===== config.mk =====
export PLATFORM = sky130hd
export DESIGN_NAME = cmt_top
export DESIGN_NICKNAME = d
export VERILOG_FILES = /design/src/pkg/cmt_pkg.sv /design/src/rtl/cmt_channel.sv /design/src/rtl/cmt_top.sv
export SDC_FILE = /design/constraint.sdc
export NUM_CORES = 1
export LEC_CHECK = 0
export BUFFER_PORTS_ARGS = -buffer_cell sky130_fd_sc_hd__buf_4
export CAP_MARGIN = 10
export CORE_MARGIN = 1
export CORE_UTILIZATION = 56
export CTS_BUF_LIST = sky130_fd_sc_hd__clkbuf_4
export DETAILED_ROUTE_END_ITERATION = 7
export PLACE_DENSITY = 0.91
export SETUP_SLACK_MARGIN = 0.05
export SLEW_MARGIN = 20
export SYNTH_ARGS = -nofsm -noshare
export SYNTH_HDL_FRONTEND = slang
export SYNTH_SLANG_ARGS = --single-unit

===== constraint.sdc =====
create_clock -name mclk_i -period 4.48 [get_ports mclk_i]
set_clock_uncertainty 0.2 [all_clocks]
set_input_delay 0.896 -clock mclk_i [delete_from_list [all_inputs] [get_ports mclk_i]]
set_output_delay 0.896 -clock mclk_i [all_outputs]
set_load 0.005 [all_outputs]

===== src/pkg/cmt_pkg.sv =====
// constants and carrier types for the two-channel compare-match timer/counter
// assumes one 50 MHz system clock and an AXI4-Lite register port with 32-bit data
package cmt_pkg;
  localparam int NCH = 2;
  localparam int CNT_W = 8;
  localparam int PRE_W = 12;
  localparam int AXI_AW = 16;
  localparam int AXI_DW = 32;
  // register indices; byte address is four times the index
  localparam logic [11:0] IDX_MODE0 = 12'hf90;
  localparam logic [11:0] IDX_MODE1 = 12'hfa0;
  localparam logic [11:0] IDX_OUT_EN = 12'hf92;
  localparam logic [11:0] IDX_CNT0 = 12'hf94;
  localparam logic [11:0] IDX_CNT1 = 12'hfa4;
  localparam logic [11:0] IDX_REF0 = 12'hf96;
  localparam logic [11:0] IDX_REF1 = 12'hfa6;
  localparam logic [11:0] IDX_STAT = 12'hf98;
  // mode register fields
  localparam int MODE_SEL_LSB = 4;
  localparam int MODE_RESTART_BIT = 3;
  localparam int MODE_EN_BIT = 2;
  // output enable register fields
  localparam int OE_CH0_BIT = 2;
  localparam int OE_CH1_BIT = 3;
  localparam int OE_BASIC_BIT = 1;
  // status register fields
  localparam int STAT_IRQ_LSB = 0;
  localparam int STAT_LATCH_LSB = 2;
  // values after reset
  localparam logic [7:0] CNT_RST = 8'h00;
  localparam logic [7:0] REF_RST = 8'hff;
  localparam logic [PRE_W-1:0] PRE_RST = 12'h000;
  // clock source select codes
  localparam logic [2:0] SEL_EXT_RISE = 3'h0;
  localparam logic [2:0] SEL_EXT_FALL = 3'h1;
  // divider exponents for codes 1xx, code 111 in the top nibble
  localparam logic [15:0] EXP_CH0 = {4'h0, 4'h4, 4'h6, 4'ha};
  localparam logic [15:0] EXP_CH1 = {4'h6, 4'h8, 4'ha, 4'hc};
  localparam logic [1:0] RESP_OKAY = 2'h0;
  localparam logic [1:0] RESP_SLVERR = 2'h2;

  typedef struct packed {
    logic en;
    logic [2:0] sel;
  } cmt_mode_t;

  localparam cmt_mode_t MODE_RST = '{en: 1'b0, sel: 3'h0};

  typedef enum logic [1:0] {
    WR_COLLECT = 2'b00,
    WR_RESP = 2'b01
  } cmt_wr_state_t;
endpackage


===== src/rtl/cmt_channel.sv =====
// one timer/counter channel: counter, compare reference, output latch, interrupt flag
// assumes an active-low reset that the top releases synchronously, and a one-cycle counting event
`timescale 1ns/100ps
module cmt_channel #(
  parameter int CW = cmt_pkg::CNT_W
) (
  input logic clk_i,
  input logic rst_b_i,
  input cmt_pkg::cmt_mode_t mode_i,
  input logic restart_i,
  input logic tick_i,
  input logic ref_wr_i,
  input logic [CW-1:0] ref_data_i,
  input logic irq_clr_i,
  output logic [CW-1:0] cnt_o,
  output logic latch_o,
  output logic irq_o
);
  import cmt_pkg::*;

  logic [CW-1:0] cnt_r;
  logic [CW-1:0] ref_r;
  logic latch_r;
  logic irq_r;
  logic match;

  // the counter sits at the reference for one full period, so the interval is reference plus one
  assign match = mode_i.en && tick_i && (cnt_r == ref_r);

  always_ff @(posedge clk_i or negedge rst_b_i)
  begin
    if (!rst_b_i)
      cnt_r <= CW'(CNT_RST);
    else if (restart_i)
      cnt_r <= '0;
    else if (match)
      cnt_r <= '0;
    else if (mode_i.en && tick_i)
      cnt_r <= CW'(cnt_r + 1'b1);
  end

  always_ff @(posedge clk_i or negedge rst_b_i)
  begin
    if (!rst_b_i)
      ref_r <= CW'(REF_RST);
    else if (ref_wr_i)
      ref_r <= ref_data_i;
  end

  // latch keeps its state over restart and while disabled
  always_ff @(posedge clk_i or negedge rst_b_i)
  begin
    if (!rst_b_i)
      latch_r <= 1'b0;
    else if (match && !restart_i)
      latch_r <= ~latch_r;
  end

  // a match in the cycle of a software clear wins
  always_ff @(posedge clk_i or negedge rst_b_i)
  begin
    if (!rst_b_i)
      irq_r <= 1'b0;
    else if (restart_i)
      irq_r <= 1'b0;
    else if (match)
      irq_r <= 1'b1;
    else if (irq_clr_i)
      irq_r <= 1'b0;
  end

  assign cnt_o = cnt_r;
  assign latch_o = latch_r;
  assign irq_o = irq_r;

  chk_restart_clears: assert property (@(posedge clk_i) disable iff (!rst_b_i)
    restart_i |=> (cnt_r == '0) && !irq_r && $stable(latch_r))
    else $error("restart did not clear counter and flag or moved the latch");
  chk_count_step: assert property (@(posedge clk_i) disable iff (!rst_b_i)
    !restart_i && mode_i.en && tick_i && (cnt_r != ref_r) |=> cnt_r == CW'($past(cnt_r) + 1'b1))
    else $error("counter did not step by one on an event");
  chk_match_wrap: assert property (@(posedge clk_i) disable iff (!rst_b_i)
    !restart_i && match |=> (cnt_r == '0) && irq_r && (latch_r != $past(latch_r)))
    else $error("match did not wrap, flag and toggle");
  chk_hold_off: assert property (@(posedge clk_i) disable iff (!rst_b_i)
    !restart_i && !mode_i.en |=> $stable(cnt_r) && $stable(latch_r))
    else $error("disabled channel changed its counter or latch");
  chk_flag_sticky: assert property (@(posedge clk_i) disable iff (!rst_b_i)
    irq_r && !irq_clr_i && !restart_i |=> irq_r)
    else $error("interrupt flag dropped without a clear");
  cov_match: cover property (@(posedge clk_i) disable iff (!rst_b_i) match ##1 irq_clr_i);
endmodule // cmt_channel


===== src/rtl/cmt_top.sv =====
// two-channel compare-match timer/counter with an AXI4-Lite register port
// assumes mclk_i at 50 MHz, event pins synchronous-safe via local synchronisers,
// and a master that keeps at most one write and one read under way
//
// Summary of operation
// - counter value is 8 bits, readable, writes to it are ignored.
// - reset forces every counter value to zero.
// - setting the restart bit clears the counter and counting resumes.
// - counter steps by one on each event chosen by the source select.
// - counter equal to reference sets the sticky interrupt flag and request.
// - compare reference is 8 bits, writable, reads back as zero.
// - reset loads every compare reference with all ones.
// - each match inverts the output latch.
// - nonzero reference gives an interval of reference plus one events.
// - output enable flags sit at bit 3 (channel 1) and bit 2 (channel 0).
// - with its enable set, the latch state drives the clock output pin.
// - reset clears every output enable, so no pin is driven high.
// - restart clears counter and flag, keeps the latch, resumes at once.
// - with the channel disabled the latch holds and stays readable.
// - source codes: external rise/fall, or four fixed system clock divisions.
// - clearing the enable bit stops counting and holds the counter.
// - after a match the counter returns to zero and keeps counting.
// - the restart bit clears itself once counting has restarted.
`timescale 1ns/100ps
module cmt_top (
  input logic mclk_i,
  input logic rst_b_i,
  input logic [cmt_pkg::NCH-1:0] event_clk_i,
  output logic [cmt_pkg::NCH-1:0] timer_clk_o,
  output logic [cmt_pkg::NCH-1:0] timer_irq_o,
  input logic [cmt_pkg::AXI_AW-1:0] s_axi_awaddr_i,
  input logic s_axi_awvalid_i,
  output logic s_axi_awready_o,
  input logic [cmt_pkg::AXI_DW-1:0] s_axi_wdata_i,
  input logic [3:0] s_axi_wstrb_i,
  input logic s_axi_wvalid_i,
  output logic s_axi_wready_o,
  output logic [1:0] s_axi_bresp_o,
  output logic s_axi_bvalid_o,
  input logic s_axi_bready_i,
  input logic [cmt_pkg::AXI_AW-1:0] s_axi_araddr_i,
  input logic s_axi_arvalid_i,
  output logic s_axi_arready_o,
  output logic [cmt_pkg::AXI_DW-1:0] s_axi_rdata_o,
  output logic [1:0] s_axi_rresp_o,
  output logic s_axi_rvalid_o,
  input logic s_axi_rready_i
);
  import cmt_pkg::*;

  localparam logic [11:0] MODE_IDX [NCH] = '{IDX_MODE0, IDX_MODE1};
  localparam logic [11:0] CNT_IDX [NCH] = '{IDX_CNT0, IDX_CNT1};
  localparam logic [11:0] REF_IDX [NCH] = '{IDX_REF0, IDX_REF1};
  localparam int OE_BIT [NCH] = '{OE_CH0_BIT, OE_CH1_BIT};

  function automatic logic is_idx(input logic [AXI_AW-1:0] a, input logic [11:0] idx);
    return a[AXI_AW-1:2] == {2'b00, idx};
  endfunction

  function automatic logic is_mapped(input logic [AXI_AW-1:0] a);
    return is_idx(a, IDX_MODE0) || is_idx(a, IDX_MODE1) || is_idx(a, IDX_OUT_EN) ||
           is_idx(a, IDX_CNT0) || is_idx(a, IDX_CNT1) || is_idx(a, IDX_REF0) ||
           is_idx(a, IDX_REF1) || is_idx(a, IDX_STAT);
  endfunction

  // exponent of the system clock division for a 1xx source code
  function automatic logic [3:0] div_exp(input int ch, input logic [1:0] sel);
    logic [15:0] tbl;
    tbl = (ch == 0) ? EXP_CH0 : EXP_CH1;
    return tbl[4*sel +: 4];
  endfunction

  // true once every 2^e cycles of the free-running prescaler
  function automatic logic div_tick(input logic [PRE_W-1:0] pre, input logic [3:0] e);
    logic [PRE_W-1:0] m;
    m = '0;
    for (int i = 0; i < PRE_W; i++)
      m[i] = (i < int'(e));
    return (pre & m) == m;
  endfunction

  logic rst_meta_r;
  logic rst_n;
  logic [PRE_W-1:0] pre_r;
  logic [NCH-1:0] ev_meta_r;
  logic [NCH-1:0] ev_sync_r;
  logic [NCH-1:0] ev_prev_r;
  logic [NCH-1:0] tick;
  cmt_mode_t [NCH-1:0] mode_r;
  logic [NCH-1:0] restart_r;
  logic [NCH-1:0] oe_r;
  logic basic_oe_r;
  logic [NCH-1:0] ref_wr;
  logic [NCH-1:0] irq_clr;
  logic [NCH-1:0][CNT_W-1:0] cnt;
  logic [NCH-1:0] latch;
  logic [NCH-1:0] irq;
  logic [NCH-1:0] timer_clk_r;
  logic [NCH-1:0] timer_irq_r;
  cmt_wr_state_t wr_state_r;
  logic awready_r;
  logic wready_r;
  logic bvalid_r;
  logic [1:0] bresp_r;
  logic [AXI_AW-1:0] awaddr_r;
  logic [AXI_DW-1:0] wdata_r;
  logic [3:0] wstrb_r;
  logic do_write;
  logic wr_lane0;
  logic arready_r;
  logic rvalid_r;
  logic [AXI_DW-1:0] rdata_r;
  logic [1:0] rresp_r;
  logic [AXI_DW-1:0] rd_mux;

  // reset released through two flops
  always_ff @(posedge mclk_i or negedge rst_b_i)
  begin
    if (!rst_b_i)
    begin
      rst_meta_r <= 1'b0;
      rst_n <= 1'b0;
    end
    else
    begin
      rst_meta_r <= 1'b1;
      rst_n <= rst_meta_r;
    end
  end

  always_ff @(posedge mclk_i or negedge rst_n)
  begin
    if (!rst_n)
      pre_r <= PRE_RST;
    else
      pre_r <= PRE_W'(pre_r + 1'b1);
  end

  // only the second stage feeds the edge detector
  always_ff @(posedge mclk_i or negedge rst_n)
  begin
    if (!rst_n)
    begin
      ev_meta_r <= '0;
      ev_sync_r <= '0;
      ev_prev_r <= '0;
    end
    else
    begin
      ev_meta_r <= event_clk_i;
      ev_sync_r <= ev_meta_r;
      ev_prev_r <= ev_sync_r;
    end
  end

  // codes 010 and 011 have no source and never count
  always_comb
  begin
    for (int c = 0; c < NCH; c++)
    begin
      if (mode_r[c].sel[2])
        tick[c] = div_tick(pre_r, div_exp(c, mode_r[c].sel[1:0]));
      else if (mode_r[c].sel == SEL_EXT_RISE)
        tick[c] = ev_sync_r[c] && !ev_prev_r[c];
      else if (mode_r[c].sel == SEL_EXT_FALL)
        tick[c] = !ev_sync_r[c] && ev_prev_r[c];
      else
        tick[c] = 1'b0;
    end
  end

  // write side: address and data are taken in either order, then applied together
  assign do_write = (wr_state_r == WR_COLLECT) && !awready_r && !wready_r;
  assign wr_lane0 = do_write && wstrb_r[0];

  always_ff @(posedge mclk_i or negedge rst_n)
  begin
    if (!rst_n)
    begin
      wr_state_r <= WR_COLLECT;
      awready_r <= 1'b1;
      wready_r <= 1'b1;
      bvalid_r <= 1'b0;
      bresp_r <= RESP_OKAY;
      awaddr_r <= '0;
      wdata_r <= '0;
      wstrb_r <= '0;
    end
    else
    begin
      case (wr_state_r)
        WR_COLLECT:
        begin
          if (s_axi_awvalid_i && awready_r)
          begin
            awready_r <= 1'b0;
            awaddr_r <= s_axi_awaddr_i;
          end
          if (s_axi_wvalid_i && wready_r)
          begin
            wready_r <= 1'b0;
            wdata_r <= s_axi_wdata_i;
            wstrb_r <= s_axi_wstrb_i;
          end
          if (do_write)
          begin
            bvalid_r <= 1'b1;
            bresp_r <= is_mapped(awaddr_r) ? RESP_OKAY : RESP_SLVERR;
            wr_state_r <= WR_RESP;
          end
        end
        WR_RESP:
        begin
          if (s_axi_bready_i)
          begin
            bvalid_r <= 1'b0;
            awready_r <= 1'b1;
            wready_r <= 1'b1;
            wr_state_r <= WR_COLLECT;
          end
        end
        default:
        begin
          wr_state_r <= WR_COLLECT;
          bvalid_r <= 1'b0;
          awready_r <= 1'b1;
          wready_r <= 1'b1;
        end
      endcase
    end
  end

  // mode registers; restart is a one-cycle pulse so it reads back as zero
  always_ff @(posedge mclk_i or negedge rst_n)
  begin
    if (!rst_n)
    begin
      mode_r <= {NCH{MODE_RST}};
      restart_r <= '0;
    end
    else
    begin
      restart_r <= '0;
      for (int c = 0; c < NCH; c++)
      begin
        if (wr_lane0 && is_idx(awaddr_r, MODE_IDX[c]))
        begin
          mode_r[c].en <= wdata_r[MODE_EN_BIT];
          mode_r[c].sel <= wdata_r[MODE_SEL_LSB +: 3];
          restart_r[c] <= wdata_r[MODE_RESTART_BIT];
        end
      end
    end
  end

  always_ff @(posedge mclk_i or negedge rst_n)
  begin
    if (!rst_n)
    begin
      oe_r <= '0;
      basic_oe_r <= 1'b0;
    end
    else if (wr_lane0 && is_idx(awaddr_r, IDX_OUT_EN))
    begin
      for (int c = 0; c < NCH; c++)
        oe_r[c] <= wdata_r[OE_BIT[c]];
      basic_oe_r <= wdata_r[OE_BASIC_BIT];
    end
  end

  // counter writes are accepted and dropped
  always_comb
  begin
    for (int c = 0; c < NCH; c++)
    begin
      ref_wr[c] = wr_lane0 && is_idx(awaddr_r, REF_IDX[c]);
      irq_clr[c] = wr_lane0 && is_idx(awaddr_r, IDX_STAT) && wdata_r[STAT_IRQ_LSB + c];
    end
  end

  generate
    for (genvar g = 0; g < NCH; g++)
    begin : g_ch
      cmt_channel #(
        .CW(CNT_W)
      ) u_ch (
        .clk_i(mclk_i),
        .rst_b_i(rst_n),
        .mode_i(mode_r[g]),
        .restart_i(restart_r[g]),
        .tick_i(tick[g]),
        .ref_wr_i(ref_wr[g]),
        .ref_data_i(wdata_r[CNT_W-1:0]),
        .irq_clr_i(irq_clr[g]),
        .cnt_o(cnt[g]),
        .latch_o(latch[g]),
        .irq_o(irq[g])
      );

      chk_pin_gated: assert property (@(posedge mclk_i) disable iff (!rst_n)
        ##1 (timer_clk_r[g] == $past(oe_r[g] && latch[g])))
        else $error("clock output pin does not follow the gated latch");
      chk_restart_pulse: assert property (@(posedge mclk_i) disable iff (!rst_n)
        restart_r[g] |=> !restart_r[g] && (cnt[g] == '0))
        else $error("restart bit did not clear itself");
      cov_restart: cover property (@(posedge mclk_i) disable iff (!rst_n)
        mode_r[g].en ##1 restart_r[g]);
      cov_ext_edge: cover property (@(posedge mclk_i) disable iff (!rst_n)
        !mode_r[g].sel[2] && mode_r[g].en && tick[g]);
    end
  endgenerate

  // pin is low while its enable is clear
  always_ff @(posedge mclk_i or negedge rst_n)
  begin
    if (!rst_n)
    begin
      timer_clk_r <= '0;
      timer_irq_r <= '0;
    end
    else
    begin
      timer_clk_r <= oe_r & latch;
      timer_irq_r <= irq;
    end
  end

  always_comb
  begin
    rd_mux = '0;
    for (int c = 0; c < NCH; c++)
    begin
      if (is_idx(s_axi_araddr_i, MODE_IDX[c]))
      begin
        rd_mux[MODE_SEL_LSB +: 3] = mode_r[c].sel;
        rd_mux[MODE_EN_BIT] = mode_r[c].en;
      end
      if (is_idx(s_axi_araddr_i, CNT_IDX[c]))
        rd_mux[CNT_W-1:0] = cnt[c];
      if (is_idx(s_axi_araddr_i, IDX_STAT))
      begin
        rd_mux[STAT_IRQ_LSB + c] = irq[c];
        rd_mux[STAT_LATCH_LSB + c] = latch[c];
      end
      if (is_idx(s_axi_araddr_i, IDX_OUT_EN))
        rd_mux[OE_BIT[c]] = oe_r[c];
    end
    if (is_idx(s_axi_araddr_i, IDX_OUT_EN))
      rd_mux[OE_BASIC_BIT] = basic_oe_r;
  end

  // read side; the reference registers fall through to zero
  always_ff @(posedge mclk_i or negedge rst_n)
  begin
    if (!rst_n)
    begin
      arready_r <= 1'b1;
      rvalid_r <= 1'b0;
      rdata_r <= '0;
      rresp_r <= RESP_OKAY;
    end
    else if (s_axi_arvalid_i && arready_r)
    begin
      arready_r <= 1'b0;
      rvalid_r <= 1'b1;
      rdata_r <= rd_mux;
      rresp_r <= is_mapped(s_axi_araddr_i) ? RESP_OKAY : RESP_SLVERR;
    end
    else if (rvalid_r && s_axi_rready_i)
    begin
      rvalid_r <= 1'b0;
      arready_r <= 1'b1;
    end
  end

  assign s_axi_awready_o = awready_r;
  assign s_axi_wready_o = wready_r;
  assign s_axi_bvalid_o = bvalid_r;
  assign s_axi_bresp_o = bresp_r;
  assign s_axi_arready_o = arready_r;
  assign s_axi_rvalid_o = rvalid_r;
  assign s_axi_rdata_o = rdata_r;
  assign s_axi_rresp_o = rresp_r;
  assign timer_clk_o = timer_clk_r;
  assign timer_irq_o = timer_irq_r;

  chk_ref_reads_zero: assert property (@(posedge mclk_i) disable iff (!rst_n)
    s_axi_arvalid_i && arready_r && (is_idx(s_axi_araddr_i, IDX_REF0) || is_idx(s_axi_araddr_i, IDX_REF1))
    |=> rvalid_r && (rdata_r == '0))
    else $error("compare reference read back a nonzero value");
  chk_unmapped_err: assert property (@(posedge mclk_i) disable iff (!rst_n)
    s_axi_arvalid_i && arready_r && !is_mapped(s_axi_araddr_i) |=> rvalid_r && (rresp_r == RESP_SLVERR))
    else $error("unmapped read did not answer with an error");
  chk_read_hold: assert property (@(posedge mclk_i) disable iff (!rst_n)
    rvalid_r && !s_axi_rready_i |=> rvalid_r && $stable(rdata_r))
    else $error("read answer changed before it was taken");
  chk_write_answer: assert property (@(posedge mclk_i) disable iff (!rst_n)
    do_write |=> bvalid_r ##0 (!awready_r && !wready_r))
    else $error("write was not answered one cycle after both halves arrived");
  chk_oe_reset: assert property (@(posedge mclk_i)
    !rst_n |-> (oe_r == '0) && (timer_clk_r == '0))
    else $error("output enable or pin not cleared by reset");
  cov_unmapped: cover property (@(posedge mclk_i) disable iff (!rst_n)
    rvalid_r && (rresp_r == RESP_SLVERR));
endmodule // cmt_top


-- Word-level counts from Yosys, hierarchy flattened
Cells that the tools add are included.
- register bits: 117
- input bits: 77
- output and inout port bits: 45
- word-level logic and storage cells: 207
- add/subtract/negate cells: 3
- order comparisons: 24
- equal/unequal tests: 27
- shift-type cells: 2
- mux-type cells: 50
- bitwise operators: 5
- reductions and logical operators: 61
- operator list (operator ; number):
    equality test 14 x 12 -> 1 bit, second input constant ; 16
    2-to-1 mux 8 bit ; 8
    less-than comparator 3 x 4 -> 1 bit, first input constant ; 8
    less-than comparator 4 bit, first input constant ; 8
    2-to-1 mux 1 bit ; 32
    variable part select 16 x 5 -> 4 bit, first input constant ; 2
    logical AND 1 bit ; 25
    AND 12 bit ; 2
    equality test 12 bit ; 2
    adder 8 x 1 -> 8 bit, second input constant ; 2
    equality test 8 bit ; 2
    less-than comparator 1 x 4 -> 1 bit, first input constant ; 4
    less-than comparator 2 x 4 -> 1 bit, first input constant ; 4
    logical OR 1 bit ; 14
    adder 12 x 1 -> 12 bit, second input constant ; 1
    AND reduction 2 bit ; 6
    nonzero test 3 bit ; 4
    logical NOT 1 bit ; 8
    2-to-1 mux 2 bit ; 4
    equality test 3 x 1 -> 1 bit, second input constant ; 2
    logical NOT 3 bit ; 2
    2-to-1 mux 3 bit ; 2
    one-hot mux 1 bit (2 select lines) ; 3
    != test 2 x 1 -> 1 bit, second input constant ; 2
    other kinds (7) ; 9

-- Longest topological paths before layout
Gate-level depths: netlist of run 1.
- word-level depth: 9
- mapped depth: 8
- mapped depth without buffers: 7

-- Hierarchy
A second synthesis of run 1 with hierarchy kept.
- cell total of the unflattened synthesis: 472
- area, all modules: 5683.0 um^2
- modules (own cells, without submodules) (module ; instances ; cells an instance ; area an instance (um^2)):
    cmt_top ; 1 ; 312 ; 3613.5
    cmt_channel ; 2 ; 80 ; 1034.7

-- Worst setup path before layout of run 1
No wires, ideal clock.
- kind: input to register
- start: input port s_axi_araddr_i[15] (netlist bit)
- end: register rdata_r[7], in the netlist s_axi_rdata_o[7]
- setup time: 0.092 ns
- data arrival time: 2.523 ns
- required time: 4.188 ns
- setup slack: 1.665 ns
- stages: 5
- path buffers: 0
- cells stage by stage: or4b_4 > or3_4 > or3_4 > o22a_1 > o31ai_2
- longest elaborated chain between the ends: 3
- elaborated cells on any way between the ends: 4
- ends and longest elaborated chain (item ; RTL line ; RTL):
    start: declaration ; cmt_top.sv:41 ; input logic [cmt_pkg::AXI_AW-1:0] s_axi_araddr_i,
    equality test 14 x 12 -> 1 bit ; cmt_top.sv:57 ; return a[AXI_AW-1:2] == {2'b00, idx};
    2-to-1 mux 8 bit ; cmt_top.sv:338 ; if (is_idx(s_axi_araddr_i, CNT_IDX[c]))
    2-to-1 mux 8 bit * ; cmt_top.sv:338 ;
    end signal: assignment ; cmt_top.sv:366 ; rdata_r <= rd_mux;
    end: declaration ; cmt_top.sv:112 ; logic [AXI_DW-1:0] rdata_r;
Every way passes the cells marked *; elsewhere a longest branch is shown, timed or not.
A chain may end at the register's enable or synchronous reset.

-- Final worst setup path of run 1
- start: register mode_r[1] (netlist bit)
- end: register g_ch[0].u_ch.cnt_r[1]
- longest elaborated chain between the ends: 9
- elaborated cells on any way between the ends: 25
- ends and longest elaborated chain (item ; RTL line ; RTL):
    start: declaration ; cmt_top.sv:89 ; cmt_mode_t [NCH-1:0] mode_r;
    start signal: assignment ; cmt_top.sv:238 ; mode_r <= {NCH{MODE_RST}};
    variable part select 16 x 5 -> 4 bit ; cmt_top.sv:70 ; return tbl[4*sel +: 4];
    less-than comparator 1 x 4 -> 1 bit, or another cell as far along ; cmt_top.sv:78 ; m[i] = (i < int'(e));
    AND 12 bit ; cmt_top.sv:79 ; return (pre & m) == m;
    equality test 12 bit ; cmt_top.sv:79 ;
    2-to-1 mux 1 bit * ; cmt_top.sv:161 ; if (mode_r[c].sel[2])
    logical AND 1 bit * ; cmt_channel.sv:28, cmt_channel.sv:38 ;
    logical AND 1 bit ; cmt_channel.sv:28 ; assign match = mode_i.en && tick_i && (cnt_r == ref_r);
    2-to-1 mux 8 bit ; cmt_channel.sv:36 ; else if (match)
    2-to-1 mux 8 bit ; cmt_channel.sv:34 ; else if (restart_i)
    end signal: assignment ; cmt_channel.sv:33 ; cnt_r <= CW'(CNT_RST);
    end signal: assignment ; cmt_channel.sv:39 ; cnt_r <= CW'(cnt_r + 1'b1);
    end: declaration ; cmt_channel.sv:21 ; logic [CW-1:0] cnt_r;
Marked as above.

==> results_dict.tcl, run 1 <==
set metrics [dict create \
    crit_type "reg2reg" \
    netlist_area_um2 5580 \
    ir_worst_vdd_v 0.000260 \
    worst_pin_slew_ps 920 \
    power_switching_uw 686 \
    postCtsSetupRepairBufs 0 \
    place_area_um2 6090 \
    final_antenna_net_count 0 \
    grt_pass1_wl_um 18500 \
    ys_warn_count 0 \
    drt-initial-drc-count 212 \
    worst_ep_arrival_time_ps 3030 \
    die_x_um 102 \
    grt_max_degree 77 \
    cts_buffers 9 \
    period_needed_ps 2820 \
    synth_top_area_frac 0.413 \
    power_frac_comb 0.186 \
    setup_ws_ps 1660 \
    wire_per_inst_um 16.1 \
    rows 36 \
    power_frac_seq 0.584 \
    synth_cell_type_count 57 \
    synth.ff_latch_count 111 \
    vias 3972 \
    overflow 0 \
    grt_usage 0.232 \
    critPathMaxStageDelay_ps 610 \
    min_period_over_period 0.629 \
    leakage_uw 0.00293 \
    drc 0 \
    cts_root_buf "clkbuf_4" \
    gp_congestion 0.842 \
    intPower_uw 1600 \
    io_pins 122 \
    synth_edf_count 0 \
    synthArstFlopShare 1.00 \
    synthToLayoutAreaGrowth_pct 12.1 \
    viasPerCell 5.65 \
    cap_violations 0 \
    final_max_slew_viol_count 0 \
    switching_share 0.300 \
    coreArea_um2 9730 \
    mostFrequentLayoutCell "dfrtp_1" \
    detailed_place_hpwl_um 8440 \
    rsz0062_at_grt "no" \
    cts_tree "yes" \
    design_area_um2 6260 \
    finalHoldViolCount 0 \
    initial_core_util 0.574 \
    ff_latch_area_um2 2810 \
    p_clk_frac 0.230 \
    outcome "completed" \
    layout-drive-gt1-share 0.284 \
    clock_sinks 111 \
    n_fill_cell 745 \
    relSlewSlack 0.387 \
    clk_transition_reported_paths_ps 170 \
    multi_input_area_um2 2540 \
    grt_antenna_before_repair 0 \
    fp.dieH_um 102 \
    setup_viol 0 \
    tns_ps 0 \
    finalPower_uw 2290 \
    h-tree-depth 3 \
    fmax_ghz 0.355 \
    netlist_instances 501 \
    grt_pass1_vias 3941 \
    crit_required_ps 4690 \
    cpMaxStageDelayCell "or3b_2" \
    dieArea_um2 10400 \
    synth_top_area_cell "dfrtp_1" \
    hold_class "reg2reg" \
    wl_um 11300 \
    cts_max_path_buffers 2 \
    crit_path_start_kind "register" \
    crit_path_cell_trace "inv_1 > ha_1 > a21boi_0 > o311ai_0 > nand4_1 > or3b_2 > a21oi_1" \
    dp_slack_ps 1470 \
    clock_latency_ps 480 \
    yosysSeqAreaShare 0.502 \
    powerDensity_nw_per_um2 366 \
    crit_path_end_kind "register" \
    layout_common_cells "dfrtp_1 (91), buf_4 (65), mux2_2 (48)" \
    first_pass_iters 4 \
    port_buffers 64 \
    syn_avg_cell_area_um2 11.1 \
    crit_fanout 12 \
    synthFlopType "dfrtp_1" \
    synth_area_leaders "dfrtp_1 (41%), mux2_2 (9.7%), dfstp_2 (8.9%)" \
    fin_nets 653 \
    diodes 0 \
]
==> path summary, 6_finish.rpt <==
path / endpoint / slack, ps / from / cells after the start
worst max-delay path: g_ch[0].u_ch.cnt_o[1]$_DFFE_PN0P_ / 1660 / mode_r[1]$_DFFE_PN0P_ / 7
worst min-delay path: ev_sync_r[1]$_DFF_PN0_ / 170 / ev_meta_r[1]$_DFF_PN0_ / 0
worst max register to register: g_ch[0].u_ch.cnt_o[1]$_DFFE_PN0P_ / 1660 / mode_r[1]$_DFFE_PN0P_ / 7
worst min register to register: ev_sync_r[1]$_DFF_PN0_ / 170 / ev_meta_r[1]$_DFF_PN0_ / 0
max in group asynchronous: g_ch[0].u_ch.ref_r[1]$_DFFE_PN1P_ / 2770 / rst_n$_DFF_PN0_ / 1
min in group asynchronous: awaddr_r[7]$_DFFE_PN0P_ / 280 / rst_n$_DFF_PN0_ / 0
==> layer usage <==
| layer | vias up | routed length, um | track usage |
|---|---|---|---|
| met5 | - | 0 | 0 |
| met3 | 15 | 589 | 0.0472 |
| met2 | 130 | 5910 | 0.411 |
| met1 | 1961 | 4690 | 0.288 |
| met4 | 0 | 153 | 0.0736 |
| li1 | 1866 | - | - |
==> critical path: cells and delay by family, from the launching register on <==
kind | cells | cell delay [ps]
adder cells (fa/ha/maj) | 1 | 280
buffers and inverters | 1 | 110
AND/OR/NAND/NOR | 2 | 1080
AO/OA/AOI/OAI | 3 | 650
flip-flops | 1 | 460
==> cell usage after synthesis (all sizes together) (8+ instances only) <==
| cell type | count |
|---|---|
| a21oi | 18 |
| and2 | 8 |
| and3 | 9 |
| buf | 29 |
| clkbuf | 9 |
| dfrtp | 92 |
| dfstp | 19 |
| ha | 11 |
| inv | 24 |
| mux2 | 48 |
| mux2i | 9 |
| nand2 | 24 |
| nand3 | 15 |
| nor2 | 22 |
| nor3 | 11 |
| nor4 | 8 |
| o21ai | 21 |
| xor2 | 23 |
==> flip-flops by register name, indices dropped and copies added, names as in the netlist, 8 cells and up <==
register,cells
awaddr_r,14
g_ch.u_ch.cnt_o,16
g_ch.u_ch.ref_r,16
mode_r,8
pre_r,12
s_axi_rdata_o,8
wdata_r,8
==> power by group through the flow <==
stage	clock network, uW	registers (uW)	logic [uW]
2_1_floorplan	0	1300	291
4_1_cts	540	1330	430
3_3_place_gp	0	1340	401
3_5_place_dp	0	1360	427
6_report	526	1340	426
5_1_grt	575	1360	472
==> layout make-up <==
| type | count | area share |
|---|---|---|
| flip-flops and latches | 111 | 0.448 |
| clock buffers | 9 | 0.0108 |
| repair buffers | 66 | 0.0796 |
| well taps | 133 | 0.0266 |
| multi-input cells | 353 | 0.406 |
| clock inverters | 7 | 0.0142 |
| inverters | 24 | 0.0144 |
==> kinds of logic (layout without fill, tap and decap cells) <==
group / after synthesis / after routing / share of synthesized area
mux: 57 / 57 / 0.113
simple gates: 142 / 142 / 0.148
buf+inv: 62 / 106 / 0.0594
flops: 111 / 111 / 0.502
other cells: 2 / 27 / 0.00135
compound gates: 87 / 87 / 0.107
fa+ha+maj: 11 / 11 / 0.0247
xor+xnor: 29 / 29 / 0.0455
==> per-stage QoR <==
stage                     utilization  hold slack, ps  instances
after floorplan                     -             131        526
after global placement          0.626             135        686
after detailed placement        0.626             137        686
after CTS                       0.643             170        703
after global routing            0.643             181        703
final                           0.643             168        703
==> what timing repair did <==
| action | CTS | global route |
|---|---|---|
| endpoints found under the setup margin | 0 | 0 |
| hold endpoints to repair | 2 | 0 |
| hold buffers | 1 | 0 |
| gates resized for setup | 0 | 0 |
No activity file was read; power rests on OpenSTA's default activity.
==> run 2, diff against run 1 <==
==> constraint.sdc (replaced) <==
create_clock -name mclk_i -period 2.75 [get_ports mclk_i]
set_clock_uncertainty 0.2 [all_clocks]
set_input_delay 0.55 -clock mclk_i [delete_from_list [all_inputs] [get_ports mclk_i]]
set_output_delay 0.55 -clock mclk_i [all_outputs]
set_load 0.005 [all_outputs]
==> run 2 against run 1 <==
Final cell count grew 2.1%. Clock-buffer cell count is the same. Via count grew 1.2%. Sequential power grew 62%. Flip-flop and latch count is the same. Clock power grew 63%. Critical endpoint is now g_ch[1].u_ch.cnt_o[7]$_DFFE_PN0P_. Largest cell class unchanged. Largest power group unchanged.
==> results_dict.tcl, run 2 (same netlist as run 1, synthesis figures left out) <==
set metrics [dict create \
    crit_path_end_kind "register" \
    diodes 0 \
    coreArea_um2 9730 \
    fmax_ghz 0.400 \
    initial_core_util 0.574 \
    holdWs_ps 20.8 \
    drt-initial-drc-count 196 \
    cts_buffers 9 \
    cap_violations 0 \
    worst_pin_slew_ps 641 \
    wire_per_inst_um 15.9 \
    finalHoldViolCount 0 \
    viasPerCell 5.60 \
    layout-drive-gt1-share 0.299 \
    synthToLayoutAreaGrowth_pct 14.3 \
    setup_ws_ps 252 \
    port_buffers 64 \
    vias 4021 \
    clock_latency_ps 460 \
    drc 0 \
    crit_path_start_kind "register" \
    cts_root_buf "clkbuf_4" \
    setup_viol 0 \
    leakage_uw 0.00301 \
    h-tree-depth 3 \
    grt_pass1_vias 4056 \
    crit_required_ps 2970 \
    die_x_um 102 \
    final_antenna_net_count 0 \
    grt_antenna_before_repair 0 \
    relSlewSlack 0.572 \
    wl_um 11400 \
    crit_type "reg2reg" \
    powerDensity_nw_per_um2 583 \
    clock_sinks 111 \
    grt_max_degree 47 \
    reg2reg_from "mode_r[4]$_DFFE_PN0P_" \
    cts_max_path_buffers 2 \
    ir_worst_vdd_v 0.000456 \
    crit_fanout 11 \
    outcome "completed" \
    hold_class "in2reg" \
    dieArea_um2 10400 \
    overflow 0 \
    layout_common_cells "dfrtp_1 (91), buf_4 (76), mux2_2 (48)" \
    worst_ep_arrival_time_ps 2710 \
    clk_transition_reported_paths_ps 180 \
    grt_pass1_wl_um 18700 \
    cts_tree "yes" \
    tns_ps 0 \
    fin_nets 668 \
    io_pins 122 \
    mostFrequentLayoutCell "dfrtp_1" \
    final_util 0.656 \
    rsz0062_at_grt "no" \
    fp.dieH_um 102 \
    gp_congestion 0.860 \
    first_pass_iters 4 \
    detailed_place_hpwl_um 8580 \
    cp-startpoint "mode_r[4]$_DFFE_PN0P_" \
    rows 36 \
    grt_usage 0.233 \
    worstHoldStart "s_axi_wvalid_i" \
    period_needed_ps 2500 \
    final_max_slew_viol_count 0 \
    min_period_over_period 0.908 \
    dp_slack_ps 88.8 \
]
-- run 2: worst paths after layout --
path | end | slack, ps | depth (start not counted)
max in group asynchronous | g_ch[0].u_ch.ref_r[2]$_DFFE_PN1P_ | 1420 | 1
min in group asynchronous | ev_prev_r[1]$_DFF_PN0_ | 140 | 0
setup / recovery | g_ch[1].u_ch.cnt_o[7]$_DFFE_PN0P_ | 250 | 7
hold / removal | s_axi_wready_o$_DFFE_PN1P_ | 20 | 2
hold reg to reg | ev_prev_r[1]$_DFF_PN0_ | 140 | 0
setup reg to reg | g_ch[1].u_ch.cnt_o[7]$_DFFE_PN0P_ | 250 | 7
-- run 2: area by class of cell --
class / count / area, um2
fill: 741 / 3350
sequential: 111 / 2810
timing repair buffer: 81 / 621
tap: 133 / 166
clock inverter: 7 / 88.8
clock buffer: 9 / 67.6
multi-input combinational: 353 / 2540
inverter: 24 / 90.1
-- run 2: critical path, cell delays in order (launching register included) --
cell      delay (ps)
dfrtp_1          500
inv_1            100
ha_1             230
and2_1           160
a221oi_1         280
and4_2           430
and2_1           320
a32o_1           220
-- run 2: report_power, final --
group	switching [uW]	internal [uW]
Combinational	276	424
Sequential	270	1900
Clock	558	298
Total	1100	2620
-- run 2: stage by stage --
step                cells  power [uW]  cell area, um2
CTS                   716        3750            6360
finish                718        3720            6380
detailed placement    696        2900            6170
global route          718        3910            6380
global placement      696        2840            6170
floorplan             526        2590            5680
-- run 2: timing repair --
action                                 4_1_cts  5_1_grt
hold buffers                                 4        1
endpoints found under the hold margin        5        1
setup endpoints to repair                    0       14
buffers inserted                             0        1
gates resized for setup                      0        1
-- run 2: per-layer routing --
metal | share of wire | global-route usage | vias to the layer above
li1 | - | - | 1894
met1 | 0.41 | 0.281 | 1971
met2 | 0.52 | 0.413 | 138
met3 | 0.054 | 0.0492 | 18
met4 | 0.013 | 0.0868 | 0
met5 | 0 | 0 | -
